--- src/rtl/pinlogic_pkg.sv ---
// Purpose: Shared constants and carrier types for the status LED, wake and strap pin block
// Assumes: 100 MHz core clock, AXI4-Lite register access with 32-bit data
// Notes: Byte addresses are word aligned; all offsets below are byte addresses
package pinlogic_pkg;

	// ****************************************
	// Timing
	// ****************************************
	localparam int unsigned CLK_HZ = 100_000_000;
	localparam int unsigned BLINK_MS = 80;
	localparam int unsigned BLINK_CYCLES = BLINK_MS * (CLK_HZ / 1000);
	localparam int unsigned STRAP_SETTLE = 3;

	// ****************************************
	// Register map
	// ****************************************
	localparam logic [7:0] OFS_CTRL = 8'h00;
	localparam logic [7:0] OFS_GPIO_CFG = 8'h04;
	localparam logic [7:0] OFS_GPIO_IN = 8'h08;
	localparam logic [7:0] OFS_STATE = 8'h0C;
	localparam logic [7:0] OFS_INT_STATUS = 8'h10;
	localparam logic [7:0] OFS_INT_MASK = 8'h14;

	// Control fields
	localparam int unsigned CTRL_WAKE_EN = 0;
	localparam int unsigned CTRL_WAKE_POL = 1;
	localparam int unsigned CTRL_WAKE_OD = 2;
	localparam int unsigned CTRL_SLEEP = 3;
	localparam logic [3:0] CTRL_RESET = 4'h0;

	// Pin configuration fields, three bits each
	localparam int unsigned CFG_VAL_LSB = 0;
	localparam int unsigned CFG_DIR_LSB = 4;
	localparam int unsigned CFG_OD_LSB = 8;
	localparam int unsigned CFG_LED_LSB = 12;
	localparam logic [15:0] CFG_RESET = 16'h0000;

	// Interrupt status bits
	localparam int unsigned EV_WAKE = 0;
	localparam int unsigned EV_HOST_WAKE = 1;
	localparam int unsigned EV_LINK = 2;
	localparam int unsigned EV_W = 3;

	localparam logic [1:0] RESP_OKAY = 2'h0;
	localparam logic [1:0] RESP_SLVERR = 2'h2;

	// ****************************************
	// Carriers
	// ****************************************
	typedef struct packed {
		logic link_up;
		logic speed_100;
		logic autoneg_busy;
		logic full_duplex;
		logic activity;
	} phy_status_type;

	typedef enum logic [2:0] {
		ACT_IDLE = 3'b001,
		ACT_OFF = 3'b010,
		ACT_HOLD = 3'b100
	} act_state_type;

endpackage : pinlogic_pkg

--- src/rtl/status_led_wake_pins.sv ---
// Purpose: Wake indicator, sleep exit, straps and three GPIO pins shared with LED indicators
// Assumes: Pin inputs are asynchronous; PHY status and wake events come from core-clock logic
// Notes: Output enables are active low; open-drain pins release by raising their enable
//
// Chosen here: the AXI4-Lite interface to the registers and the address map.
`timescale 1ns/1ns
`default_nettype none
module status_led_wake_pins
	import pinlogic_pkg::*;
#(
	parameter int unsigned BLINK_COUNT = pinlogic_pkg::BLINK_CYCLES,
	parameter int unsigned CNT_W = 24
)
(
	// Clock and reset
	input wire logic clk_in,
	input wire logic nrst_in,
	// AXI4-Lite slave
	input wire logic [7:0] s_axi_awaddr_in,
	input wire logic s_axi_awvalid_in,
	output logic s_axi_awready_out,
	input wire logic [31:0] s_axi_wdata_in,
	input wire logic [3:0] s_axi_wstrb_in,
	input wire logic s_axi_wvalid_in,
	output logic s_axi_wready_out,
	output logic [1:0] s_axi_bresp_out,
	output logic s_axi_bvalid_out,
	input wire logic s_axi_bready_in,
	input wire logic [7:0] s_axi_araddr_in,
	input wire logic s_axi_arvalid_in,
	output logic s_axi_arready_out,
	output logic [31:0] s_axi_rdata_out,
	output logic [1:0] s_axi_rresp_out,
	output logic s_axi_rvalid_out,
	input wire logic s_axi_rready_in,
	// Core-side status
	input wire pinlogic_pkg::phy_status_type phy_status_in,
	input wire logic wake_event_in,
	output logic power_save_out,
	output logic crossover_enable_out,
	output logic default_speed_strap_out,
	output logic irq_out,
	// Pins
	input wire logic chip_select_n_in,
	input wire logic write_strobe_n_in,
	input wire logic crossover_auto_enable_in,
	input wire logic speed_select_strap_in,
	output logic wake_indicator_out,
	output logic wake_indicator_oe_n_out,
	input wire logic [2:0] gpio_in,
	output logic [2:0] gpio_out,
	output logic [2:0] gpio_oe_n_out
);
	import pinlogic_pkg::*;

	// ****************************************
	// Pin synchronisers
	// ****************************************
	logic [5:0] sync1_q;
	logic [5:0] sync2_q;
	logic [5:0] pins_raw;
	assign pins_raw = {gpio_in, speed_select_strap_in, crossover_auto_enable_in,
		chip_select_n_in & write_strobe_n_in};

	always_ff @(posedge clk_in or negedge nrst_in)
	begin
		if (!nrst_in)
		begin
			// Strobe pair idles high, so no false host write edge after reset
			sync1_q <= 6'h01;
			sync2_q <= 6'h01;
		end
		else
		begin
			sync1_q <= pins_raw;
			sync2_q <= sync1_q;
		end
	end

	// ****************************************
	// Registers
	// ****************************************
	logic [3:0] ctrl_q;
	logic [15:0] cfg_q;
	logic [EV_W-1:0] status_q;
	logic [EV_W-1:0] mask_q;
	logic sleep_q;
	logic wake_asserted_q;
	logic [2:0] led_n_q;
	logic wr_fire;
	logic rd_fire;
	logic [7:0] waddr_q;
	logic [31:0] wdata_q;
	logic [3:0] wstrb_q;
	logic wr_pend_q;

	// Write path: address and data taken together, one write in flight
	assign s_axi_awready_out = s_axi_awvalid_in & s_axi_wvalid_in & !s_axi_bvalid_out & !wr_pend_q;
	assign s_axi_wready_out = s_axi_awready_out;
	assign wr_fire = s_axi_awready_out;

	always_ff @(posedge clk_in or negedge nrst_in)
	begin
		if (!nrst_in)
		begin
			wr_pend_q <= 1'b0;
			waddr_q <= 8'h00;
			wdata_q <= 32'h0000_0000;
			wstrb_q <= 4'h0;
			s_axi_bvalid_out <= 1'b0;
			s_axi_bresp_out <= RESP_OKAY;
		end
		else
		begin
			wr_pend_q <= wr_fire;
			if (wr_fire)
			begin
				waddr_q <= s_axi_awaddr_in;
				wdata_q <= s_axi_wdata_in;
				wstrb_q <= s_axi_wstrb_in;
			end
			if (wr_pend_q)
			begin
				s_axi_bvalid_out <= 1'b1;
				s_axi_bresp_out <= (waddr_q == OFS_CTRL || waddr_q == OFS_GPIO_CFG ||
					waddr_q == OFS_INT_MASK) ? RESP_OKAY : RESP_SLVERR;
			end
			else if (s_axi_bready_in)
				s_axi_bvalid_out <= 1'b0;
		end
	end

	logic wr_ctrl;
	logic wr_cfg;
	logic wr_mask;
	assign wr_ctrl = wr_pend_q && waddr_q == OFS_CTRL && wstrb_q[0];
	assign wr_cfg = wr_pend_q && waddr_q == OFS_GPIO_CFG;
	assign wr_mask = wr_pend_q && waddr_q == OFS_INT_MASK && wstrb_q[0];

	always_ff @(posedge clk_in or negedge nrst_in)
	begin
		if (!nrst_in)
		begin
			ctrl_q <= CTRL_RESET;
			cfg_q <= CFG_RESET;
			mask_q <= '0;
		end
		else
		begin
			if (wr_ctrl)
				ctrl_q <= wdata_q[3:0];
			if (wr_cfg && wstrb_q[0])
				cfg_q[7:0] <= wdata_q[7:0];
			if (wr_cfg && wstrb_q[1])
				cfg_q[15:8] <= wdata_q[15:8];
			if (wr_mask)
				mask_q <= wdata_q[EV_W-1:0];
		end
	end

	// ****************************************
	// Sleep and wake
	// ****************************************
	logic host_wr_q;
	logic host_wake;
	always_ff @(posedge clk_in or negedge nrst_in)
	begin
		if (!nrst_in)
			host_wr_q <= 1'b0;
		else
			host_wr_q <= !sync2_q[0];
	end
	assign host_wake = !sync2_q[0] && !host_wr_q;

	always_ff @(posedge clk_in or negedge nrst_in)
	begin
		if (!nrst_in)
			sleep_q <= 1'b0;
		else if (sleep_q && host_wake)
			sleep_q <= 1'b0;
		else if (wr_ctrl && wdata_q[CTRL_SLEEP])
			sleep_q <= 1'b1;
	end
	assign power_save_out = sleep_q;

	always_ff @(posedge clk_in or negedge nrst_in)
	begin
		if (!nrst_in)
			wake_asserted_q <= 1'b0;
		else if (wake_event_in && ctrl_q[CTRL_WAKE_EN])
			wake_asserted_q <= 1'b1;
		else if (!ctrl_q[CTRL_WAKE_EN] || (sleep_q && host_wake))
			wake_asserted_q <= 1'b0;
	end

	always_ff @(posedge clk_in or negedge nrst_in)
	begin
		if (!nrst_in)
		begin
			wake_indicator_out <= 1'b0;
			wake_indicator_oe_n_out <= 1'b1;
		end
		else if (ctrl_q[CTRL_WAKE_OD])
		begin
			wake_indicator_out <= 1'b0;
			wake_indicator_oe_n_out <= wake_asserted_q == ctrl_q[CTRL_WAKE_POL];
		end
		else
		begin
			wake_indicator_out <= wake_asserted_q ~^ ctrl_q[CTRL_WAKE_POL];
			wake_indicator_oe_n_out <= 1'b0;
		end
	end

	// ****************************************
	// Straps
	// ****************************************
	logic [1:0] strap_cnt_q;
	always_ff @(posedge clk_in or negedge nrst_in)
	begin
		if (!nrst_in)
		begin
			strap_cnt_q <= 2'h0;
			default_speed_strap_out <= 1'b0;
			crossover_enable_out <= 1'b0;
		end
		else
		begin
			if (strap_cnt_q != 2'(STRAP_SETTLE))
			begin
				strap_cnt_q <= strap_cnt_q + 2'h1;
				if (strap_cnt_q == 2'(STRAP_SETTLE - 1))
					default_speed_strap_out <= sync2_q[2];
			end
			crossover_enable_out <= sync2_q[1];
		end
	end

	// ****************************************
	// LED indicators
	// ****************************************
	act_state_type act_q;
	logic [CNT_W-1:0] act_cnt_q;
	logic act_pend_q;
	logic act_done;
	assign act_done = act_cnt_q == CNT_W'(BLINK_COUNT - 1);

	always_ff @(posedge clk_in or negedge nrst_in)
	begin
		if (!nrst_in)
		begin
			act_q <= ACT_IDLE;
			act_cnt_q <= '0;
			act_pend_q <= 1'b0;
		end
		else if (!phy_status_in.link_up)
		begin
			act_q <= ACT_IDLE;
			act_cnt_q <= '0;
			act_pend_q <= 1'b0;
		end
		else
		begin
			act_cnt_q <= (act_q == ACT_IDLE || act_done) ? '0 : act_cnt_q + CNT_W'(1);
			unique case (act_q)
				ACT_IDLE:
				begin
					if (phy_status_in.activity)
						act_q <= ACT_OFF;
				end
				ACT_OFF:
				begin
					if (phy_status_in.activity)
						act_pend_q <= 1'b1;
					if (act_done)
						act_q <= ACT_HOLD;
				end
				ACT_HOLD:
				begin
					if (phy_status_in.activity)
						act_pend_q <= 1'b1;
					if (act_done)
					begin
						act_q <= (act_pend_q || phy_status_in.activity) ? ACT_OFF : ACT_IDLE;
						act_pend_q <= 1'b0;
					end
				end
				default:
					act_q <= ACT_IDLE;
			endcase
		end
	end

	always_ff @(posedge clk_in or negedge nrst_in)
	begin
		if (!nrst_in)
			led_n_q <= 3'h7;
		else
		begin
			led_n_q[0] <= phy_status_in.link_up && !phy_status_in.autoneg_busy &&
				!phy_status_in.speed_100;
			// low on link, high while in ACT_OFF during a blink
			led_n_q[1] <= !phy_status_in.link_up || act_q == ACT_OFF;
			led_n_q[2] <= !(phy_status_in.link_up && phy_status_in.full_duplex);
		end
	end

	// ****************************************
	// GPIO pins
	// ****************************************
	genvar gi;
	generate
		for (gi = 0; gi < 3; gi++)
		begin : g_pin
			always_ff @(posedge clk_in or negedge nrst_in)
			begin
				if (!nrst_in)
				begin
					gpio_out[gi] <= 1'b0;
					gpio_oe_n_out[gi] <= 1'b1;
				end
				else if (cfg_q[CFG_LED_LSB + gi])
				begin
					gpio_out[gi] <= 1'b0;
					gpio_oe_n_out[gi] <= led_n_q[gi];
				end
				else if (!cfg_q[CFG_DIR_LSB + gi])
				begin
					gpio_out[gi] <= 1'b0;
					gpio_oe_n_out[gi] <= 1'b1;
				end
				else if (cfg_q[CFG_OD_LSB + gi])
				begin
					gpio_out[gi] <= 1'b0;
					gpio_oe_n_out[gi] <= cfg_q[CFG_VAL_LSB + gi];
				end
				else
				begin
					gpio_out[gi] <= cfg_q[CFG_VAL_LSB + gi];
					gpio_oe_n_out[gi] <= 1'b0;
				end
			end
		end
	endgenerate

	// ****************************************
	// Interrupts and read path
	// ****************************************
	logic [EV_W-1:0] ev_set;
	logic link_q;
	logic rd_status;
	always_ff @(posedge clk_in or negedge nrst_in)
	begin
		if (!nrst_in)
			link_q <= 1'b0;
		else
			link_q <= phy_status_in.link_up;
	end
	assign ev_set[EV_WAKE] = wake_event_in && ctrl_q[CTRL_WAKE_EN];
	assign ev_set[EV_HOST_WAKE] = sleep_q && host_wake;
	assign ev_set[EV_LINK] = phy_status_in.link_up != link_q;

	assign s_axi_arready_out = !s_axi_rvalid_out;
	assign rd_fire = s_axi_arvalid_in && s_axi_arready_out;
	assign rd_status = rd_fire && s_axi_araddr_in == OFS_INT_STATUS;

	// Set beats the read clear
	always_ff @(posedge clk_in or negedge nrst_in)
	begin
		if (!nrst_in)
		begin
			status_q <= '0;
			irq_out <= 1'b0;
		end
		else
		begin
			status_q <= (rd_status ? '0 : status_q) | ev_set;
			irq_out <= |(status_q & mask_q);
		end
	end

	always_ff @(posedge clk_in or negedge nrst_in)
	begin
		if (!nrst_in)
		begin
			s_axi_rvalid_out <= 1'b0;
			s_axi_rdata_out <= 32'h0000_0000;
			s_axi_rresp_out <= RESP_OKAY;
		end
		else if (rd_fire)
		begin
			s_axi_rvalid_out <= 1'b1;
			s_axi_rresp_out <= RESP_OKAY;
			unique case (s_axi_araddr_in)
				OFS_CTRL: s_axi_rdata_out <= {28'h0000000, sleep_q, ctrl_q[2:0]};
				OFS_GPIO_CFG: s_axi_rdata_out <= {16'h0000, cfg_q};
				OFS_GPIO_IN: s_axi_rdata_out <= {29'h0000000, sync2_q[5:3]};
				OFS_STATE: s_axi_rdata_out <= {25'h0000000 == 25'h0 ? 25'h000000 : 25'h000000, led_n_q,
					default_speed_strap_out, crossover_enable_out, wake_asserted_q, sleep_q};
				OFS_INT_STATUS: s_axi_rdata_out <= {29'h0000000, status_q};
				OFS_INT_MASK: s_axi_rdata_out <= {29'h0000000, mask_q};
				default:
				begin
					s_axi_rdata_out <= 32'h0000_0000;
					s_axi_rresp_out <= RESP_SLVERR;
				end
			endcase
		end
		else if (s_axi_rready_in)
			s_axi_rvalid_out <= 1'b0;
	end

endmodule : status_led_wake_pins
`default_nettype wire

--- config.mk ---
export PLATFORM = sky130hd
export DESIGN_NAME = status_led_wake_pins
export DESIGN_NICKNAME = d
export VERILOG_FILES = /design/src/rtl/pinlogic_pkg.sv /design/src/rtl/status_led_wake_pins.sv
export SDC_FILE = /design/constraint.sdc
export NUM_CORES = 1
export LEC_CHECK = 0
export CORE_MARGIN = 8
export CORE_UTILIZATION = 29
export DETAILED_ROUTE_END_ITERATION = 10
export DONT_BUFFER_PORTS = 1
export MAX_ROUTING_LAYER = met4
export SKIP_CTS_REPAIR_TIMING = 1
export SLEW_MARGIN = 20
export SYNTH_ARGS = -nofsm -noshare
export SYNTH_HDL_FRONTEND = slang
export SYNTH_SLANG_ARGS = --single-unit
--- constraint.sdc ---
create_clock -name clk_in -period 2 [get_ports clk_in]
set_input_delay 0.1 -clock clk_in [delete_from_list [all_inputs] [get_ports clk_in]]
set_output_delay 0.1 -clock clk_in [all_outputs]
set_load 0.005 [all_outputs]
# [After elaboration in Yosys (flattened, before gate mapping)]
# Cells that the tools add are included.
# Widths: inputs -> output; s select.
[classes] n_eq_ne=19 n_addsub=2 muxes=44 n_bitwise=7 reduce_logical=42
[ops] op="$pmux 16 s6" count=1
[ops] op="$mux 24" count=2
[ops] op="$mux 1" count=31
[ops] op="$add 24x1->24 const B" count=1
[ops] op="$eq 24x23->1 const B" count=1
[ops] op="$eq 8x5->1 const B" count=3
[ops] op="$eq 8x3->1 const B" count=2
[ops] op="$eq 8x4->1 const B" count=2
[ops] op="$logic_and 1x1->1" count=16
[ops] op="$logic_not 8->1" count=2
[ops] op="$mux 3" count=5
[ops] op="$logic_not 1->1" count=10
[ops] op="$ne 3x3->1 const B" count=3
[ops] op="$pmux 3 s3" count=1
[ops] op="$reduce_bool 2->1" count=4
[ops] op="$logic_or 1x1->1" count=6
[ops] op="$mux 2" count=3
[ops] op="$reduce_or 6->1" count=1
[ops] op="$and 1x1->1" count=4
[ops] op="$and 3x3->3" count=1
[ops] op="$eq 3x1->1 const B" count=1
[ops] op="$eq 3x2->1 const B" count=1
[ops] op="$eq 3x3->1 const B" count=1
[ops] op="$ne 3x1->1 const B" count=1
[ops] op="11 further kinds" count=11
[totals] word_cells=150 ff_bits=150 input_bits=72

# [Depth between registers and ports, before layout]
[logic_depth] ltp_word=6 mapped_depth=7

# [Worst setup path after synthesis]
# No wires, ideal clock.
[synth_timing] path_kind="register -> register" from="reg act_cnt_q[0]" to="reg act_q[2]" period_less_slack_ns=1.699 stages_incl_launch_ff=7 slack_ns=0.301 arrival_ns=1.622 path_buffers=1 required_time_ns=1.923 setup_time_ns=0.077 path_cell_list="dfrtp_1 ha_1 and3_1 clkbuf_2 nand4b_2 or4b_1 a21oi_1"
[synth_between] elab_chain_cells=3
[synth_lines] element="start: declaration" line_no="status_led_wake_pins.sv:243" source="logic [CNT_W-1:0] act_cnt_q;"
[synth_lines] element="start signal: assignment" line_no="status_led_wake_pins.sv:264" source="act_cnt_q <= (act_q == ACT_IDLE || act_done) ? '0 : act_cnt_q + CNT_W'(1);"
[synth_lines] element="$eq 24x23->1 *" line_no="status_led_wake_pins.sv:246" source="assign act_done = act_cnt_q == CNT_W'(BLINK_COUNT - 1);"
[synth_lines] element="$ne 3x3->1 (no source line)"
[synth_lines] element="$reduce_and 3->1 (no source line) *"
[synth_lines] element="end signal: assignment" line_no="status_led_wake_pins.sv:284" source="act_q <= (act_pend_q || phy_status_in.activity) ? ACT_OFF : ACT_IDLE;"
[synth_lines] element="end: declaration" line_no="status_led_wake_pins.sv:242" source="act_state_type act_q;"
# Every way passes the cells marked *; elsewhere a longest branch is shown, timed or not.
# A chain may end at the register's enable or synchronous reset.

# [Final worst setup path]
[layout_timing] from="reg act_cnt_q[0]" to="reg act_cnt_q[18]"
[layout_between] elab_chain_cells=4
[layout_lines] element="parallel branches: the longest is 2 deep, another holds $add 24x1->24"
[layout_lines] element="$mux 24 *" line_no="status_led_wake_pins.sv:264"
[layout_lines] element="$mux 24 *" line_no="status_led_wake_pins.sv:256" source="else if (!phy_status_in.link_up)"
# Every way passes the cells marked *.

==> impl_results.rst <==
.. list-table::
   :header-rows: 1

   * - Metric
     - Value
   * - DRC
     - 0
   * - Final Util
     - 36.28%
   * - PD cells
     - 943.8 nW/um2
   * - Fmax
     - 0.5334 GHz
   * - Y dimension of the die
     - 156.8 um
   * - Compound-gate portion of the synthesized area
     - ~8.1%
   * - Result of the run
     - complete, but fails checks
   * - Leak
     - 3.021 nW
   * - Total number of yosys warnings
     - 0
   * - Sink Count
     - 132
   * - Main combinational cell family by area after synthesis
     - simple AND/OR/NAND/NOR gates
   * - Length of the first detailed-routing pass in iterations
     - 4
   * - Synthesized instance count
     - 470
   * - Average wire per cell in the routed design
     - 16.60 um
   * - Vias/cell
     - ~4.7
   * - IO Port Bufs
     - 0
   * - Syn-to-layout area delta
     - 22.83%
   * - Fraction of met1 tracks used by global routing
     - 12.88%
   * - Number of enable-type register cells in the synthesized netlist
     - 0
   * - Maximum fanout along the worst path
     - 10
   * - Slowest stage delay, CP
     - 0.55 ns
   * - Effective utilization at floorplan
     - between 20% and 30%
   * - Net Sw Power
     - 1.615 mW
   * - Die Area
     - 24,580 um2
   * - Crit-path slowest cell
     - sky130_fd_sc_hd__or4_1
   * - Fin worst setup slack
     - 0.1251 ns
   * - Worst EP required
     - 2.33 ns
   * - Residual overflow from global routing
     - 0
   * - Total via count after detailed routing
     - 3,808
   * - Number of clock buffers inserted by TritonCTS
     - 17
   * - Clock edge transition at the registers on the reported setup and hold paths
     - around 0.06 ns
   * - Area share of and/or/nand/nor cells after synthesis
     - 13.69%
   * - Initial antenna violation count
     - 3
   * - Worst setup path category
     - flip-flop to flip-flop
   * - Share of synthesized registers carrying an async set or reset
     - 100.0%
   * - Largest net degree at the start of global routing
     - 133
   * - Post-Syn Area per Cell
     - 12.23 um2
   * - Count of fill cells added during filler insertion
     - 1,913
   * - Proportion of power drawn by the clock network
     - 47.0%
   * - Path category of the worst min-delay check
     - input pin to asynchronous set/reset pin
   * - Post-synthesis share of cell area spent on xor and xnor gates
     - under 10%
   * - Share of layout cells above drive strength 1
     - 23.32%
   * - Nature of the critical path startpoint
     - flip-flop
   * - RSZ-0062 raised after global routing
     - false
   * - Depth of the CTS H-tree
     - 4
   * - Total power draw
     - 6.664 mW
   * - Via count of the first global-routing pass
     - 3,812
   * - Total of max-cap violations
     - 0
   * - Worst Setup Slack post-DPL
     - approximately 0.049 ns
   * - Clock latency on the worst-skew pair
     - 0.42 ns
   * - Number of placement rows
     - 51
   * - Clock tree root driver cell
     - sky130_fd_sc_hd__clkbuf_16
   * - Failing checks
     - negative hold slack
   * - Switching share of power
     - 24.24%
   * - Internal power
     - 5.049 mW
   * - Predominant post-synthesis flop cell
     - sky130_fd_sc_hd__dfrtp_1
   * - Global-route wire length before repair
     - 20.67 mm
   * - Max-slew violation total from the final report
     - 0
   * - CTS tree
     - done
   * - Total wirelength of the detailed-routed design
     - 13.33 mm
   * - Global-route layer with the greatest usage
     - met2
   * - Ports
     - 125
   * - Met2 demand-to-capacity share in global routing
     - 17.92%
   * - Placeable Area
     - between 15,000 and 20,000 um2
   * - Antenna-violating nets left
     - 0
   * - Setup total negative slack
     - 0 ns
   * - Number of distinct library cell variants in the gate-level netlist after synthesis
     - a little under 60
   * - Global placer's final weighted congestion
     - 0.7501
   * - Hold Vio Cnt, Final
     - 133
   * - Post-route minimum period
     - approximately 1.9 ns
   * - Routing usage on met3
     - 4.661%
   * - Critical-path cell list
     - ha_1, and3_2, nand2_2, or4_1, a21oi_1
   * - Final setup vio count
     - 0
   * - Reg power frac
     - 46.0%
   * - Portion of the post-synthesis area used by sequential elements
     - 57.68%
   * - Worst IR drop on VDD
     - 0.0005112 V
   * - DIE WIDTH
     - 156.8 um
   * - Ratio of final minimum period to clock period
     - ~94%
   * - GRT Util Overall
     - 11.25%
   * - Portion of total power attributed to combinational logic
     - ~7.0%
   * - Maximum buffer depth of the clock tree
     - 2
   * - HPWL after detailed placement
     - approximately 9.4 mm
   * - Max Clock Skew
     - 0.006916 ns
   * - Transition at the pin with the smallest max-transition slack
     - between 0.5 and 0.6 ns
   * - Worst Path Arrival
     - 2.21 ns
   * - Adder and majority cell fraction of the synthesized area
     - 0.6530%
   * - Endpoint type of the worst setup path
     - flip-flop
   * - Post-synthesis mux area share
     - 12.23%
   * - Number of nets in the final layout
     - 598
   * - Netlist Area Pre-Place
     - 5748 um2
   * - Tightest slew margin relative to the limit
     - between 60 and 70%
   * - DRT iter0 DRCs
     - 220
   * - Hold slack final
     - -0.6188 ns
   * - Synthesis-stage register bit count
     - around 130
routing by layer:
metal | part of all wire (%) | vias up
met1 | 42 | 1943
met3 | 8.1 | 11
met2 | 49 | 93
li1 | - | 1761
met5 | 0 | -
met4 | 0.92 | 0
cell type report:
cell class	count	area, um2	area share [%]
Sequential cell	132	3316	46.96
Multi-Input combinational cell	305	2228	31.56
Timing Repair Buffer	56	543.0	7.691
Clock buffer	17	425.4	6.025
Tap cell	265	331.6	4.696
Clock inverter	15	170.2	2.410
Inverter	11	41.29	0.5848
Antenna cell	2	5.005	0.07088
state kept, by name, indices dropped and copies added (netlist names), 3 cells and up:
register	flops
act_cnt_q	24
cfg_q	16
s_axi_rdata_out	16
wdata_q	16
waddr_q	8
sync1_q	6
sync2_q	6
act_q	3
ctrl_q	3
gpio_oe_n_out	3
gpio_out	3
led_n_q	3
mask_q	3
status_q	3
stage by stage:
stage | instances | area, um2 | hold WS [ns]
after floorplan | 487 | 5812 | -0.1956
after global placement | 724 | 5997 | -0.1886
after detailed placement | 724 | 5997 | -0.1904
after CTS | 756 | 6593 | -0.6400
after global routing | 803 | 7061 | -0.6443
final | 803 | 7061 | -0.6188
worst max-delay path: cells and delay by family, from the launching register on:
family                   cells  cell delay [ns]
AO/OA/AOI/OAI                1             0.17
adder cells (fa/ha/maj)      1             0.26
AND/OR/NAND/NOR              3             0.98
flip-flops                   1             0.39
placed cells by master (no fill, tap or decap), types with 3 or more instances in the layout:
cell / Yosys / routed
sky130_fd_sc_hd__a21oi_1: 14 / 14
sky130_fd_sc_hd__a21oi_2: 3 / 3
sky130_fd_sc_hd__a22o_1: 10 / 10
sky130_fd_sc_hd__a2bb2oi_1: 3 / 3
sky130_fd_sc_hd__and2_1: 4 / 4
sky130_fd_sc_hd__buf_4: 20 / 11
sky130_fd_sc_hd__clkbuf_16: 0 / 17
sky130_fd_sc_hd__clkinv_4: 0 / 3
sky130_fd_sc_hd__conb_1: 1 / 18
sky130_fd_sc_hd__dfrtp_1: 122 / 122
sky130_fd_sc_hd__dfstp_2: 10 / 10
sky130_fd_sc_hd__dlygate4sd3_1: 0 / 44
sky130_fd_sc_hd__ha_1: 3 / 3
sky130_fd_sc_hd__inv_1: 11 / 11
sky130_fd_sc_hd__inv_6: 0 / 5
sky130_fd_sc_hd__mux2_2: 50 / 50
sky130_fd_sc_hd__mux2i_1: 14 / 14
sky130_fd_sc_hd__nand2_1: 34 / 34
sky130_fd_sc_hd__nand2b_1: 5 / 5
sky130_fd_sc_hd__nand3_1: 9 / 9
sky130_fd_sc_hd__nand4_1: 6 / 6
sky130_fd_sc_hd__nor2_1: 21 / 21
sky130_fd_sc_hd__nor2b_1: 6 / 6
sky130_fd_sc_hd__nor3_1: 4 / 4
sky130_fd_sc_hd__o21ai_0: 20 / 20
sky130_fd_sc_hd__o22ai_1: 3 / 3
sky130_fd_sc_hd__o31ai_1: 9 / 9
sky130_fd_sc_hd__or3_1: 6 / 5
sky130_fd_sc_hd__or4_1: 7 / 7
sky130_fd_sc_hd__or4_4: 6 / 6
sky130_fd_sc_hd__xnor2_1: 8 / 8
sky130_fd_sc_hd__xor2_1: 8 / 8
cell usage after synthesis, types with 4 or more instances:
| master | n | area share, % |
|---|---|---|
| sky130_fd_sc_hd__dfrtp_1 | 122 | 53 |
| sky130_fd_sc_hd__mux2_2 | 50 | 9.8 |
| sky130_fd_sc_hd__nand2_1 | 34 | 2.2 |
| sky130_fd_sc_hd__nor2_1 | 21 | 1.4 |
| sky130_fd_sc_hd__buf_4 | 20 | 2.6 |
| sky130_fd_sc_hd__o21ai_0 | 20 | 1.7 |
| sky130_fd_sc_hd__a21oi_1 | 14 | 1.2 |
| sky130_fd_sc_hd__mux2i_1 | 14 | 2.4 |
| sky130_fd_sc_hd__inv_1 | 11 | 0.72 |
| sky130_fd_sc_hd__a22o_1 | 10 | 1.5 |
| sky130_fd_sc_hd__dfstp_2 | 10 | 4.6 |
| sky130_fd_sc_hd__nand3_1 | 9 | 0.78 |
| sky130_fd_sc_hd__o31ai_1 | 9 | 1.2 |
| sky130_fd_sc_hd__buf_2 | 8 | 0.70 |
| sky130_fd_sc_hd__xnor2_1 | 8 | 1.2 |
| sky130_fd_sc_hd__xor2_1 | 8 | 1.2 |
| sky130_fd_sc_hd__or4_1 | 7 | 0.91 |
| sky130_fd_sc_hd__clkbuf_1 | 6 | 0.39 |
| sky130_fd_sc_hd__nand4_1 | 6 | 0.65 |
| sky130_fd_sc_hd__nor2b_1 | 6 | 0.65 |
| sky130_fd_sc_hd__or3_1 | 6 | 0.65 |
| sky130_fd_sc_hd__or4_4 | 6 | 1.2 |
| sky130_fd_sc_hd__nand2b_1 | 5 | 0.54 |
| sky130_fd_sc_hd__and2_1 | 4 | 0.44 |
| sky130_fd_sc_hd__nor3_1 | 4 | 0.35 |
worst paths after layout:
check                                  startpoint                              to  slack [ns]  depth (start not counted)
max                        act_cnt_q[0]$_DFF_PN0_         act_cnt_q[18]$_DFF_PN0_        0.13                          5
min                                       nrst_in          waddr_q[1]$_DFFE_PN0P_       -0.62                          0
max reg2reg                act_cnt_q[0]$_DFF_PN0_         act_cnt_q[18]$_DFF_PN0_        0.13                          5
min reg2reg                  sync1_q[1]$_DFF_PN0_            sync2_q[1]$_DFF_PN0_        0.35                          0
max in group asynchronous                 nrst_in            sync2_q[0]$_DFF_PN1_        2.33                          0
min in group clk_in            s_axi_araddr_in[3]  s_axi_rdata_out[5]$_DFFE_PN0P_       -0.01                          2
power groups by stage:
stage / clock network [mW] / logic [mW] / registers [mW]
final: 3.13 / 0.465 / 3.07
after detailed placement: 0 / 0.391 / 3.12
after global routing: 3.36 / 0.517 / 3.10
after floorplan: 0 / 0.352 / 3.05
after CTS: 3.23 / 0.394 / 3.07
after global placement: 0 / 0.377 / 3.11
logic make-up after synthesis:
logic type	after synthesis
AOI/OAI and AO/OA	70
xor gates and xnor gates	16
adders and majority gates	3
buffers and inverters	50
DFF	132
muxes	64
other	1
and+or+nand+nor	134
Note: power is estimated with default switching activity, not from simulation.
